===== src/hdl/rtoc_pkg.sv =====
package rtoc_pkg;

    localparam int unsigned RTOC_ADDR_W = 5;

    // register byte offsets
    localparam logic [RTOC_ADDR_W-1:0] RTOC_OFF_CTRL = 5'h00;
    localparam logic [RTOC_ADDR_W-1:0] RTOC_OFF_CNT_LO = 5'h04;
    localparam logic [RTOC_ADDR_W-1:0] RTOC_OFF_CNT_HI = 5'h08;
    localparam logic [RTOC_ADDR_W-1:0] RTOC_OFF_RL_LO = 5'h0c;
    localparam logic [RTOC_ADDR_W-1:0] RTOC_OFF_RL_HI = 5'h10;
    localparam logic [RTOC_ADDR_W-1:0] RTOC_OFF_CKSEL = 5'h14;
    localparam logic [RTOC_ADDR_W-1:0] RTOC_OFF_IRQEN = 5'h18;

    localparam logic [7:0] RTOC_BYTE_MAX = 8'hff;
    localparam logic [7:0] RTOC_BYTE_ZERO = 8'h00;
    localparam logic [7:0] RTOC_BYTE_ONE = 8'h01;
    localparam logic [31:0] RTOC_WORD_ZERO = 32'h0000_0000;

    // divide ratios of the two slow clock sources
    localparam int unsigned RTOC_SYS_DIV = 12;
    localparam int unsigned RTOC_EXT_DIV = 8;

    // control register, bit 7 down to bit 0
    typedef struct packed {
        logic hi_ovf_flag;
        logic lo_ovf_flag;
        logic lo_int_en;
        logic capture_en;
        logic split_mode;
        logic run_ctrl;
        logic unused;
        logic ext_clk_sel;
    } rtoc_ctrl_t;

    localparam rtoc_ctrl_t RTOC_CTRL_RST = 8'h00;

    // clock select register, bit 1 high byte, bit 0 low byte
    typedef struct packed {
        logic hi_sys_sel;
        logic lo_sys_sel;
    } rtoc_cksel_t;

    localparam rtoc_cksel_t RTOC_CKSEL_RST = 2'h0;

    // one-cycle tick pulses shared by the counting logic
    typedef struct packed {
        logic div_tick;
        logic ext_tick;
        logic ext_fall;
    } rtoc_ticks_t;

endpackage


===== src/hdl/rtoc_prescale.sv =====
`timescale 1ns/10ps
module rtoc_prescale
    import rtoc_pkg::*;
#(
    parameter int unsigned DIV = RTOC_SYS_DIV
) (
    input wire logic pclk,
    input wire logic presetn,
    output logic div_tick
);

    initial begin
        if (DIV < 2 || DIV > 256) begin
            $error("rtoc_prescale: DIV out of range");
        end
    end

    localparam logic [7:0] LAST = 8'(DIV - 1);

    typedef struct packed {
        logic [7:0] cnt;
        logic tick;
    } rtoc_pre_state_t;

    rtoc_pre_state_t s_q;
    rtoc_pre_state_t s_d;

    always_comb begin
        s_d = s_q;
        s_d.tick = (s_q.cnt == LAST);
        s_d.cnt = (s_q.cnt == LAST) ? RTOC_BYTE_ZERO : s_q.cnt + RTOC_BYTE_ONE;
    end

    always_ff @(posedge pclk or negedge presetn) begin
        if (!presetn) begin
            s_q <= '0;
        end else begin
            s_q <= s_d;
        end
    end

    assign div_tick = s_q.tick;
endmodule // rtoc_prescale


===== src/hdl/rtoc_extsync.sv =====
`timescale 1ns/10ps
module rtoc_extsync
    import rtoc_pkg::*;
#(
    parameter int unsigned DIV = RTOC_EXT_DIV
) (
    input wire logic pclk,
    input wire logic presetn,
    input wire logic ext_osc,
    output logic ext_tick,
    output logic ext_fall
);

    initial begin
        if (DIV != RTOC_EXT_DIV) begin
            $error("rtoc_extsync: only divide by 8 is served");
        end
    end

    typedef struct packed {
        logic sync1;
        logic sync2;
        logic sync3;
        logic [2:0] div;
        logic tick;
        logic fall;
    } rtoc_ext_state_t;

    rtoc_ext_state_t s_q;
    rtoc_ext_state_t s_d;
    logic rise;

    always_comb begin
        s_d = s_q;
        s_d.sync1 = ext_osc;
        s_d.sync2 = s_q.sync1;
        s_d.sync3 = s_q.sync2;
        rise = s_q.sync2 & ~s_q.sync3;
        s_d.tick = 1'b0;
        s_d.fall = 1'b0;
        if (rise) begin
            s_d.div = s_q.div + 3'h1;
            // rising edge of divided clock advances the timer
            s_d.tick = (s_q.div == 3'h3);
            s_d.fall = (s_q.div == 3'h7);
        end
    end

    always_ff @(posedge pclk or negedge presetn) begin
        if (!presetn) begin
            s_q <= '0;
        end else begin
            s_q <= s_d;
        end
    end

    assign ext_tick = s_q.tick;
    assign ext_fall = s_q.fall;
endmodule // rtoc_extsync


===== src/hdl/rtoc_timer.sv =====
// Operation
// - low and high count bytes; split bit picks 16-bit or two 8-bit counters.
// - clock sources are core clock, core clock over 12, external over 8.
// - external clock is synchronised to the core clock first, then divided by 8.
// - 16-bit overflow from all ones reloads the pair and sets high flag.
// - 16-bit mode with interrupt enabled requests on every overflow.
// - with low-byte enable too, low byte wrap also requests an interrupt.
// - split mode reloads each byte from its own reload byte on overflow.
// - split mode run bit gates only high byte; low byte always counts.
// - per byte select bit picks core clock, else external select chooses source.
// - split mode high wrap sets high flag, low wrap sets low flag.
// - split mode requests on high overflow, either byte if low enable set.
// - hardware never clears flags; software clears and checks both.
// - capture event copies the 16-bit count into reload pair, sets high flag.
// - capture event is each falling edge of external clock over 8.
// - capture mode counts core clock or core over 12 per low select.
// - capture enable bit turns capture mode on when one.
// - 16-bit mode counts only while run bit is one, else holds.
`timescale 1ns/10ps
module rtoc_timer
    import rtoc_pkg::*;
#(
    parameter int unsigned SYS_DIV = RTOC_SYS_DIV,
    parameter int unsigned EXT_DIV = RTOC_EXT_DIV
) (
    input wire logic pclk,
    input wire logic presetn,
    input wire logic psel,
    input wire logic penable,
    input wire logic pwrite,
    input wire logic [RTOC_ADDR_W-1:0] paddr,
    input wire logic [31:0] pwdata,
    output logic [31:0] prdata,
    output logic pready,
    output logic pslverr,
    input wire logic ext_osc,
    output logic irq_req
);

    typedef struct packed {
        rtoc_ctrl_t ctrl;
        rtoc_cksel_t cksel;
        logic irq_en;
        logic [7:0] cnt_lo;
        logic [7:0] cnt_hi;
        logic [7:0] rl_lo;
        logic [7:0] rl_hi;
        logic [31:0] rdata;
        logic err;
    } rtoc_state_t;

    rtoc_state_t s_q;
    rtoc_state_t s_d;
    rtoc_ticks_t tk;
    logic wr;
    logic setup;
    logic sel_tick_lo;
    logic sel_tick_hi;
    logic inc_lo;
    logic inc_hi;
    logic lo_full;
    logic hi_full;
    logic capture;
    logic set_hi;
    logic set_lo;

    rtoc_prescale #(
        .DIV(SYS_DIV)
    ) u_prescale (
        .pclk(pclk),
        .presetn(presetn),
        .div_tick(tk.div_tick)
    );

    rtoc_extsync #(
        .DIV(EXT_DIV)
    ) u_extsync (
        .pclk(pclk),
        .presetn(presetn),
        .ext_osc(ext_osc),
        .ext_tick(tk.ext_tick),
        .ext_fall(tk.ext_fall)
    );

    always_comb begin
        s_d = s_q;
        wr = psel & penable & pwrite;
        setup = psel & ~penable;
        lo_full = (s_q.cnt_lo == RTOC_BYTE_MAX);
        hi_full = (s_q.cnt_hi == RTOC_BYTE_MAX);

        sel_tick_lo = s_q.cksel.lo_sys_sel | (s_q.ctrl.ext_clk_sel ? tk.ext_tick : tk.div_tick);
        sel_tick_hi = s_q.cksel.hi_sys_sel | (s_q.ctrl.ext_clk_sel ? tk.ext_tick : tk.div_tick);
        if (s_q.ctrl.capture_en) begin
            sel_tick_lo = s_q.cksel.lo_sys_sel | tk.div_tick;
        end

        if (s_q.ctrl.split_mode) begin
            inc_lo = sel_tick_lo;
            inc_hi = s_q.ctrl.run_ctrl & sel_tick_hi;
        end else begin
            inc_lo = s_q.ctrl.run_ctrl & sel_tick_lo;
            inc_hi = inc_lo & lo_full;
        end

        if (inc_lo) begin
            if (!lo_full) begin
                s_d.cnt_lo = s_q.cnt_lo + RTOC_BYTE_ONE;
            end else if (s_q.ctrl.split_mode || hi_full) begin
                s_d.cnt_lo = s_q.rl_lo;
            end else begin
                s_d.cnt_lo = RTOC_BYTE_ZERO;
            end
        end
        if (inc_hi) begin
            s_d.cnt_hi = hi_full ? s_q.rl_hi : s_q.cnt_hi + RTOC_BYTE_ONE;
        end

        set_lo = inc_lo & lo_full;
        set_hi = inc_hi & hi_full;

        capture = s_q.ctrl.capture_en & tk.ext_fall;
        if (capture) begin
            s_d.rl_lo = s_q.cnt_lo;
            s_d.rl_hi = s_q.cnt_hi;
            set_hi = 1'b1;
        end

        if (wr) begin
            case (paddr)
                RTOC_OFF_CTRL: begin
                    s_d.ctrl = rtoc_ctrl_t'(pwdata[7:0]);
                    s_d.ctrl.unused = 1'b0;
                end
                RTOC_OFF_CNT_LO: s_d.cnt_lo = pwdata[7:0];
                RTOC_OFF_CNT_HI: s_d.cnt_hi = pwdata[7:0];
                RTOC_OFF_RL_LO: s_d.rl_lo = pwdata[7:0];
                RTOC_OFF_RL_HI: s_d.rl_hi = pwdata[7:0];
                RTOC_OFF_CKSEL: s_d.cksel = rtoc_cksel_t'(pwdata[1:0]);
                RTOC_OFF_IRQEN: s_d.irq_en = pwdata[0];
                default: s_d.err = s_q.err;
            endcase
        end

        if (set_hi) begin
            s_d.ctrl.hi_ovf_flag = 1'b1;
        end
        if (set_lo) begin
            s_d.ctrl.lo_ovf_flag = 1'b1;
        end

        // read data and error settle in the setup cycle, so pready never waits
        if (setup) begin
            s_d.err = 1'b0;
            case (paddr)
                RTOC_OFF_CTRL: s_d.rdata = {24'h00_0000, s_q.ctrl};
                RTOC_OFF_CNT_LO: s_d.rdata = {24'h00_0000, s_q.cnt_lo};
                RTOC_OFF_CNT_HI: s_d.rdata = {24'h00_0000, s_q.cnt_hi};
                RTOC_OFF_RL_LO: s_d.rdata = {24'h00_0000, s_q.rl_lo};
                RTOC_OFF_RL_HI: s_d.rdata = {24'h00_0000, s_q.rl_hi};
                RTOC_OFF_CKSEL: s_d.rdata = {30'h0000_0000, s_q.cksel};
                RTOC_OFF_IRQEN: s_d.rdata = {31'h0000_0000, s_q.irq_en};
                default: begin
                    s_d.rdata = RTOC_WORD_ZERO;
                    s_d.err = 1'b1;
                end
            endcase
        end
    end

    always_ff @(posedge pclk or negedge presetn) begin
        if (!presetn) begin
            s_q <= '0;
        end else begin
            s_q <= s_d;
        end
    end

    assign prdata = s_q.rdata;
    assign pready = 1'b1;
    assign pslverr = psel & penable & s_q.err;

    assign irq_req = s_q.irq_en &
        (s_q.ctrl.hi_ovf_flag | (s_q.ctrl.lo_int_en & s_q.ctrl.lo_ovf_flag));

    logic wr_ctrl;
    logic wr_lo;
    logic wr_hi;
    logic wr_rl;
    assign wr_ctrl = wr && paddr == RTOC_OFF_CTRL;
    assign wr_lo = wr && paddr == RTOC_OFF_CNT_LO;
    assign wr_hi = wr && paddr == RTOC_OFF_CNT_HI;
    assign wr_rl = wr && (paddr == RTOC_OFF_RL_LO || paddr == RTOC_OFF_RL_HI);
endmodule // rtoc_timer


===== config.mk =====
export PLATFORM = sky130hd
export DESIGN_NAME = rtoc_timer
export DESIGN_NICKNAME = d
export VERILOG_FILES = /design/src/hdl/rtoc_pkg.sv /design/src/hdl/rtoc_prescale.sv /design/src/hdl/rtoc_extsync.sv /design/src/hdl/rtoc_timer.sv
export SDC_FILE = /design/constraint.sdc
export NUM_CORES = 1
export LEC_CHECK = 0
export BUFFER_PORTS_ARGS = -buffer_cell sky130_fd_sc_hd__buf_2
export CORE_ASPECT_RATIO = 0.9
export CORE_MARGIN = 2
export CORE_UTILIZATION = 42
export CTS_CLUSTER_SIZE = 12
export DETAILED_ROUTE_END_ITERATION = 16
export HOLD_SLACK_MARGIN = 0.12
export PLACE_DENSITY = 0.66
export RECOVER_POWER = 100
export SETUP_SLACK_MARGIN = 0.05
export SYNTH_ARGS = -nofsm -noshare
export SYNTH_HDL_FRONTEND = slang
export SYNTH_SLANG_ARGS = --single-unit

===== constraint.sdc =====
create_clock -name pclk -period 1.59 [get_ports pclk]
set_input_delay 0.318 -clock pclk [delete_from_list [all_inputs] [get_ports pclk]]
set_output_delay 0.318 -clock pclk [all_outputs]
set_load 0.05 [all_outputs]

---- After elaboration in Yosys (flattened, before gate mapping) ----
Index checks and enable logic that the tools add are counted.
storage, ports and cells
  flip-flop bits (word level) ............. 92
  output and inout port bits .............. 35
  bits of input ports ..................... 43
operators by class
  reduce and logical (&&, ||, !) cells .... 12
  bitwise gates (word level) .............. 19
  mux-type cells .......................... 25
  eq/ne operators ......................... 11
  add/sub/neg operators ................... 4
operators with widths
  operator               number
  $mux W8                11
  $pmux W8 S7            1
  $mux W43               1
  $add A8 B1 Y8 const B  3
  $eq A8 B8 Y1 const B   2
  $mux W16               1
  $eq A5 B5 Y1 const B   3
  $and A1 B1 Y1          13
  $eq A5 B4 Y1 const B   2
  $reduce_and A2 Y1      5
  $mux W1                9
  $eq A8 B4 Y1 const B   1
  $reduce_bool A2 Y1     4
  $reduce_or A7 Y1       1
  $eq A5 B3 Y1 const B   1
  $logic_not A5 Y1       1
  $mux W2                2
  $or A1 B1 Y1           4
  $add A3 B1 Y3 const B  1
  $eq A3 B2 Y1 const B   1
  $eq A3 B3 Y1 const B   1
  $not A1 Y1             2
  $logic_or A1 B1 Y1     1

---- Longest topological paths before layout ----
Gate-level depths: netlist of run 1.
  depth in word-level cells ............... 10
  gate-level depth with buffers ........... 9
  mapped depth without buffers ............ 7

---- By module ----
A second synthesis of run 1 with hierarchy kept.
second synthesis, totals
  cell total of the unflattened synthesis .. 423
  area total of the unflattened synthesis .. 4139.0 um2
by module, submodules not included
  module         area each (um2)  sequential area each (um2)  cells each  times used
  rtoc_timer     3445.8           1276.2                      374         1
  rtoc_prescale  389.1            225.2                       31          1
  rtoc_extsync   304.0            200.2                       18          1

---- Least setup slack after synthesis of run 1 ----
OpenSTA, ideal clock, no wires.
  path kind ............................... reg-to-reg
  start point ............................. register s_q[49] (netlist name)
  end point ............................... register s_q[62] (netlist name)
  clock period less this slack ............ 1693 ps
  cell stages (with the launch flop) ...... 8
  arrival ................................. 1558 ps
  path buffers ............................ 1
  path slack .............................. -103 ps
  path through ............................ dfrtp_1 ha_1 buf_2 nand4_1 nor2_1 o21a_1 a221oi_1 a31oi_1
RTL lines
  what                    line               text
  from (decl)             rtoc_timer.sv:52   rtoc_state_t s_q;
  from (signal assigned)  rtoc_timer.sv:173  s_q <= '0;
  from (signal assigned)  rtoc_timer.sv:175  s_q <= s_d;

==> results of run 1 <==
## sequential cells by signal (all words and copies together) (netlist names)
register,cells
prdata,8
u_prescale.s_q,8
u_extsync.ext_fall,1
s_q,43
u_extsync.s_q,4
u_extsync.ext_tick,1
u_extsync.s_d,2
u_prescale.div_tick,1
## what timing repair did
action | in CTS | in global routing
setup endpoints to repair | 19 | 21
hold endpoints to repair | 69 | 0
pin swaps | 16 | 14
hold buffers | 2 | 0
resized for setup | 34 | 25
buffers inserted | 4 | 3
gates cloned | 1 | 0
## critical path: stages, from the launching register on
cell and delay [ns]:
dfrtp_1 0.42, ha_4 0.16, nand4_1 0.18, nor2_4 0.27
o21a_4 0.26, a21oi_2 0.07, o31ai_1 0.22
## kinds of logic after synthesis
logic type               share of synthesized area
flip-flops                                   0.426
multiplexers                                 0.124
AND/OR/NAND/NOR                              0.166
adder cells (fa/ha/maj)                     0.0188
buffers and inverters                       0.0966
XOR/XNOR                                    0.0198
AO/OA/AOI/OAI                                0.146
other                                      0.00188
## power by group
part,internal (mW),switching (mW),total [mW]
Combinational,0.843,1.08,1.93
Clock,1.05,0.735,1.79
Sequential,1.99,0.214,2.21
## synth_stat cells, types with 3 or more instances
master,count,area (sq um)
clkbuf_2,3,15.0
a31oi_1,8,50.1
buf_4,36,270
nor2b_1,8,50.1
xnor2_1,8,70.1
o31ai_1,3,22.5
a221oi_1,3,26.3
nand4_1,8,50.1
mux2i_1,36,360
nand2_1,39,146
nor3b_1,3,22.5
nand3_1,21,105
inv_1,3,11.3
a21oi_1,39,195
ha_1,6,75.1
o22ai_1,6,37.5
buf_2,8,40.0
and3_1,7,43.8
nor2_1,30,113
dfrtp_1,68,1700
and4_1,3,26.3
nand2b_1,3,18.8
nor2_2,3,18.8
mux2_2,10,113
o21ai_0,27,135
clkbuf_1,6,22.5
## layout make-up
class / count / area share
well taps: 122 / 0.0308
multi-input cells: 322 / 0.438
clock buffers: 9 / 0.0250
inverters: 3 / 0.00227
repair buffers: 94 / 0.136
flip-flops and latches: 68 / 0.343
clock inverters: 7 / 0.0250
## through the flow
stage               cells  setup WS [ns]  power, mW  hold slack, ns
floorplan             449        -0.0676       3.35          0.0224
global placement      601         -0.149       3.87           0.341
detailed placement    601         -0.185       3.95           0.337
CTS                   623        -0.0876       5.84           0.247
global route          625         -0.190       6.27           0.260
finish                625        -0.0904       5.92           0.256
## final timing paths
check,from,to,slack (ns),cells past startpoint
min in group asynchronous,presetn,s_q[38],0.74,3
worst min register to register,u_extsync.s_d[6],u_extsync.s_d[5],0.36,0
max in group asynchronous,presetn,s_q[62],0.23,3
worst min-delay path,pwdata[2],s_q[51],0.26,3
worst max register to register,s_q[49],s_q[57],-0.09,6
worst max-delay path,s_q[49],s_q[57],-0.09,6
## layer usage
metal | global-route usage | vias to the layer above | routed length (microns)
li1 | - | 1615 | -
met1 | 0.288 | 1648 | 4770
met2 | 0.335 | 119 | 4730
met3 | 0.0423 | 17 | 580
met4 | 0.0725 | 0 | 177
met5 | 0 | - | 0
==> flow_metrics.tcl, run 1 <==
set metrics [dict create \
    fp.dieH_microns 96.5 \
    placed_area_sq_um 4500 \
    final_common_cell "dfrtp_1" \
    critPathKind "flop to flop" \
    async_flop_share 1.00 \
    hpwl_microns 7270 \
    drtIter0Drc 183 \
    hold_class "input pin to flop" \
    max_freq_mhz 595 \
    skew_ns 0.00743 \
    maxSlewViolCount 0 \
    cts_tree "built" \
    final.setup.tns_ns -0.614 \
    io_pins 78 \
    areaGrowthSynthToFinish_pct 24.2 \
    finalCritPeriodShare 1.06 \
    drv_cap 0 \
    clk_latency_ns 0.35 \
    regArea_sq_um 1700 \
    final_area_sq_um 4960 \
    required_ns 1.85 \
    nFillCells 846 \
    violations "setup timing" \
    syn-cell-area_sq_um 3990 \
    firstDrtPassIters 5 \
    p_leak_nw 2.26 \
    syn_inst 426 \
    die_w_microns 107 \
    numCtsBuffers 9 \
    clockRootBuffer "clkbuf_8" \
    via_per_inst 5.44 \
    tightestPinTransition_ns 0.944 \
    synth_top_flop_cell "dfrtp_1" \
    endpoint_kind "flop" \
    grt.total_usage 0.210 \
    crit_fanout 8 \
    synth_enable_flop_cells 0 \
    vias 3399 \
    ys_seq_elements 68 \
    htree_levels 3 \
    clkTransAtPathRegs_ns 0.08 \
    max_slew_margin 0.371 \
    multiInputGateArea_sq_um 2170 \
    nNetsFinal 547 \
    postRouteAntennaNets 0 \
    grt.overflow.total 0 \
    powerDensity_nw_per_um2 1190 \
    peakVddDrop_v 0.000473 \
    drc_errors 0 \
    synth_cell_types 49 \
    grt_pass1_wl_microns 16600 \
    synth_seq_area_share 0.426 \
    num_antenna_cells 0 \
    syn_area_per_cell_sq_um 9.37 \
    rsz0062_at_grt "yes" \
    final_cell_mix "dfrtp_1 (68), buf_4 (46), nand2_1 (37)" \
    final-hold-violation-count 0 \
    final_core_util 0.541 \
    critical_path_arrival_ns 1.94 \
    die_area_sq_um 10300 \
    wl_per_cell_microns 16.4 \
    num_rows 33 \
    setup_violations 15 \
    status "finished with violations" \
    gp_congestion 0.867 \
    grt_pass1_vias 3242 \
    cts_sinks 68 \
    startpoint_type "flop" \
    routed_wl_microns 10300 \
    setup_ws_ns -0.0904 \
    grt_max_degree 69 \
    cts_buffer_depth 2 \
    coreArea_sq_um 9170 \
    start_util 0.435 \
    io_buffers 28 \
    fin_crit_ns 1.68 \
    antenna_found_initial 0 \
    drive_gt1_frac 0.302 \
    yosys_warnings 0 \
]
No activity file was read; power rests on OpenSTA's default activity.
==> inputs of run 2 (changes only) <==
--- a/config.mk
+++ b/config.mk
@@ -5,6 +5,7 @@
 export SDC_FILE = /design/constraint.sdc
 export NUM_CORES = 1
 export LEC_CHECK = 0
+export ABC_AREA = 1
 export BUFFER_PORTS_ARGS = -buffer_cell sky130_fd_sc_hd__buf_2
 export CORE_ASPECT_RATIO = 0.9
 export CORE_MARGIN = 2
==> run 2 against run 1 <==
Total power is essentially flat. Worst setup slack gained 0.070 ns. Largest cell class unchanged. Routed wire length shrank 0.84%. Combinational power grew 10%. The run still ends with setup timing left. Highest routed layer unchanged. Critical path type unchanged.
==> flow_metrics.tcl, run 2 <==
set metrics [dict create \
    syn_area_per_cell_sq_um 7.19 \
    final-hold-violation-count 0 \
    finalCritPeriodShare 1.01 \
    skew_ns 0.0131 \
    status "finished with violations" \
    grt_max_degree 40 \
    cts_tree "built" \
    firstDrtPassIters 5 \
    instances_no_fill 769 \
    setup_violations 3 \
    violations "setup timing" \
    holdWs_ns 0.243 \
    rsz0062_at_grt "yes" \
    syn_inst 568 \
    final_common_cell "nand2_1" \
    drive_gt1_frac 0.176 \
    wl_per_cell_microns 13.2 \
    grt_pass1_wl_microns 16600 \
    yosys-top-cells-count "nand2_1 (174), dfrtp_1 (68), inv_1 (64), o21ai_0 (62)" \
    peakVddDrop_v 0.000561 \
    pwr-share-clk 0.245 \
    antenna_found_initial 0 \
    postRouteAntennaNets 0 \
    hold_class "input pin to flop" \
    via_per_inst 4.92 \
    final_cell_mix "nand2_1 (171), dfrtp_1 (68), inv_1 (62)" \
    critical_path_arrival_ns 1.84 \
    areaGrowthSynthToFinish_pct 18.0 \
    io_pins 78 \
    startpoint_type "flop" \
    setup_ws_ns -0.0203 \
    max_flop_register "s_q" \
    synth_enable_flop_cells 0 \
    coreArea_sq_um 9570 \
    gp_congestion 0.905 \
    switchingPower_mw 2.22 \
    die_area_sq_um 10500 \
    largest_reg_flops 43 \
    clkTransAtPathRegs_ns 0.08 \
    async_flop_share 1.00 \
    synth_seq_area_share 0.417 \
    grt.total_usage 0.198 \
    grt_pass1_vias 3453 \
    required_ns 1.82 \
    p_leak_nw 2.49 \
    cts_buffer_depth 2 \
    synth_top_flop_cell "dfrtp_1" \
    synth_top_cell_by_area "dfrtp_1" \
    max_slew_margin 0.414 \
    synth.most_common_cell "nand2_1" \
    syn-cell-area_sq_um 4080 \
    pwr-share-seq 0.395 \
    critPathKind "flop to flop" \
    num_rows 34 \
    max_freq_mhz 621 \
    p_int_mw 3.70 \
    maxSlewViolCount 0 \
    drv_cap 0 \
    cts_sinks 68 \
    swShare 0.375 \
    drtIter0Drc 276 \
    p_total_mw 5.92 \
    grt.overflow.total 0 \
    fp.dieH_microns 97.6 \
    endpoint_kind "flop" \
    start_util 0.427 \
    nNetsFinal 687 \
    htree_levels 3 \
    hpwl_microns 7800 \
    synth_cell_types 32 \
    clk_latency_ns 0.35 \
    num_antenna_cells 0 \
    fin_crit_ns 1.61 \
    nFillCells 986 \
    placed_cells 747 \
    ys_seq_elements 68 \
    drc_errors 0 \
    powerDensity_nw_per_um2 1230 \
    clockRootBuffer "clkbuf_8" \
    combPwrFrac 0.360 \
    io_buffers 28 \
    synthTopCellsByArea "dfrtp_1 (42%), nand2_1 (16%), o21ai_0 (7.6%)" \
    routed_wl_microns 10200 \
    crit_fanout 10 \
    die_w_microns 108 \
    yosysTopAreaCellShare 0.417 \
    numCtsBuffers 9 \
    vias 3784 \
    tightestPinTransition_ns 0.880 \
    yosys_warnings 0 \
]
## run 2: cell types whose count changed in the layout (fill, tap and decap cells not counted), moves of 18 or more
| cell | before | now |
|---|---|---|
| nand2_1 | 37 | 171 |
| inv_1 | 3 | 62 |
| nor2_1 | 28 | 46 |
| nand3_1 | 19 | 44 |
| mux2i_1 | 35 | 0 |
| o21ai_0 | 14 | 61 |
## run 2: final timing paths
| check | from | to | slack, ns | cells past startpoint |
|---|---|---|---|---|
| worst max-delay path | s_q[57] | s_q[56] | -0.02 | 10 |
| worst min-delay path | pwdata[2] | s_q[59] | 0.24 | 3 |
| worst max register to register | s_q[57] | s_q[56] | -0.02 | 10 |
| worst min register to register | u_extsync.s_d[6] | u_extsync.s_d[5] | 0.36 | 0 |
| max in group asynchronous | presetn | s_q[62] | 0.29 | 3 |
| min in group asynchronous | presetn | s_q[39] | 0.68 | 3 |
## run 2: cell families (layout without fill, tap and decap cells)
kind of cell             after synthesis  in the layout  synth area share
AND/OR/NAND/NOR                      287            287             0.298
flip-flops                            68             68             0.417
XOR/XNOR                               7              7            0.0150
AO/OA/AOI/OAI                         90             90             0.118
adder cells (fa/ha/maj)                6              6            0.0184
multiplexers                           1              1           0.00276
buffers and inverters                107            159             0.129
other                                  2             25           0.00184
## run 2: worst max-delay path, stage by stage, from the launching register on
cell and delay, ns:
dfrtp_1 0.37, ha_2 0.22, nand3_4 0.09, nor3_4 0.23, nand2_2 0.11, nand2_4 0.12, nand2_8 0.10, nand2_2 0.08
nand2_1 0.04, nor2_1 0.09, nor2_1 0.05
## run 2: timing repair
action                                  CTS  global route
endpoints found under the setup margin   13            19
setup buffers                             1             3
hold endpoints to repair                 69             0
resized for setup                         5            10
hold buffers                              2             0
pin swaps                                 0             2
## run 2: cell type report
| type | count | area (sq um) | area share |
|---|---|---|---|
| multi-input cells | 416 | 1980 | 0.411 |
| flip-flops and latches | 68 | 1700 | 0.353 |
| repair buffers | 77 | 526 | 0.109 |
| inverters | 66 | 250 | 0.0519 |
| well taps | 126 | 158 | 0.0327 |
| clock buffers | 10 | 138 | 0.0286 |
| clock inverters | 6 | 63.8 | 0.0132 |
## run 2: routing by layer
| metal | vias up | GRT usage | routed length [microns] |
|---|---|---|---|
| met5 | - | 0 | 0 |
| met4 | 0 | 0.0523 | 200 |
| met3 | 21 | 0.0416 | 618 |
| met2 | 118 | 0.305 | 4520 |
| met1 | 1752 | 0.282 | 4830 |
| li1 | 1893 | - | - |
## run 2: power by group through the flow
stage	combinational (mW)	clock (mW)	sequential, mW
finish	2.13	1.45	2.33
global route	2.40	1.55	2.38
CTS	2.10	1.48	2.33
detailed placement	2.07	0	2.36
global placement	2.02	0	2.35
floorplan	1.33	0	2.40
## run 2: stage by stage
stage | setup TNS, ns | instance area (sq um) | util | setup slack, ns
after floorplan | -0.272 | 4180 | - | -0.0506
after global placement | -0.0276 | 4560 | 0.476 | -0.0276
after detailed placement | -0.511 | 4560 | 0.476 | -0.0854
after CTS | -0.00608 | 4810 | 0.502 | -0.00608
after global routing | -1.07 | 4820 | 0.503 | -0.121
final | -0.0368 | 4820 | 0.503 | -0.0203
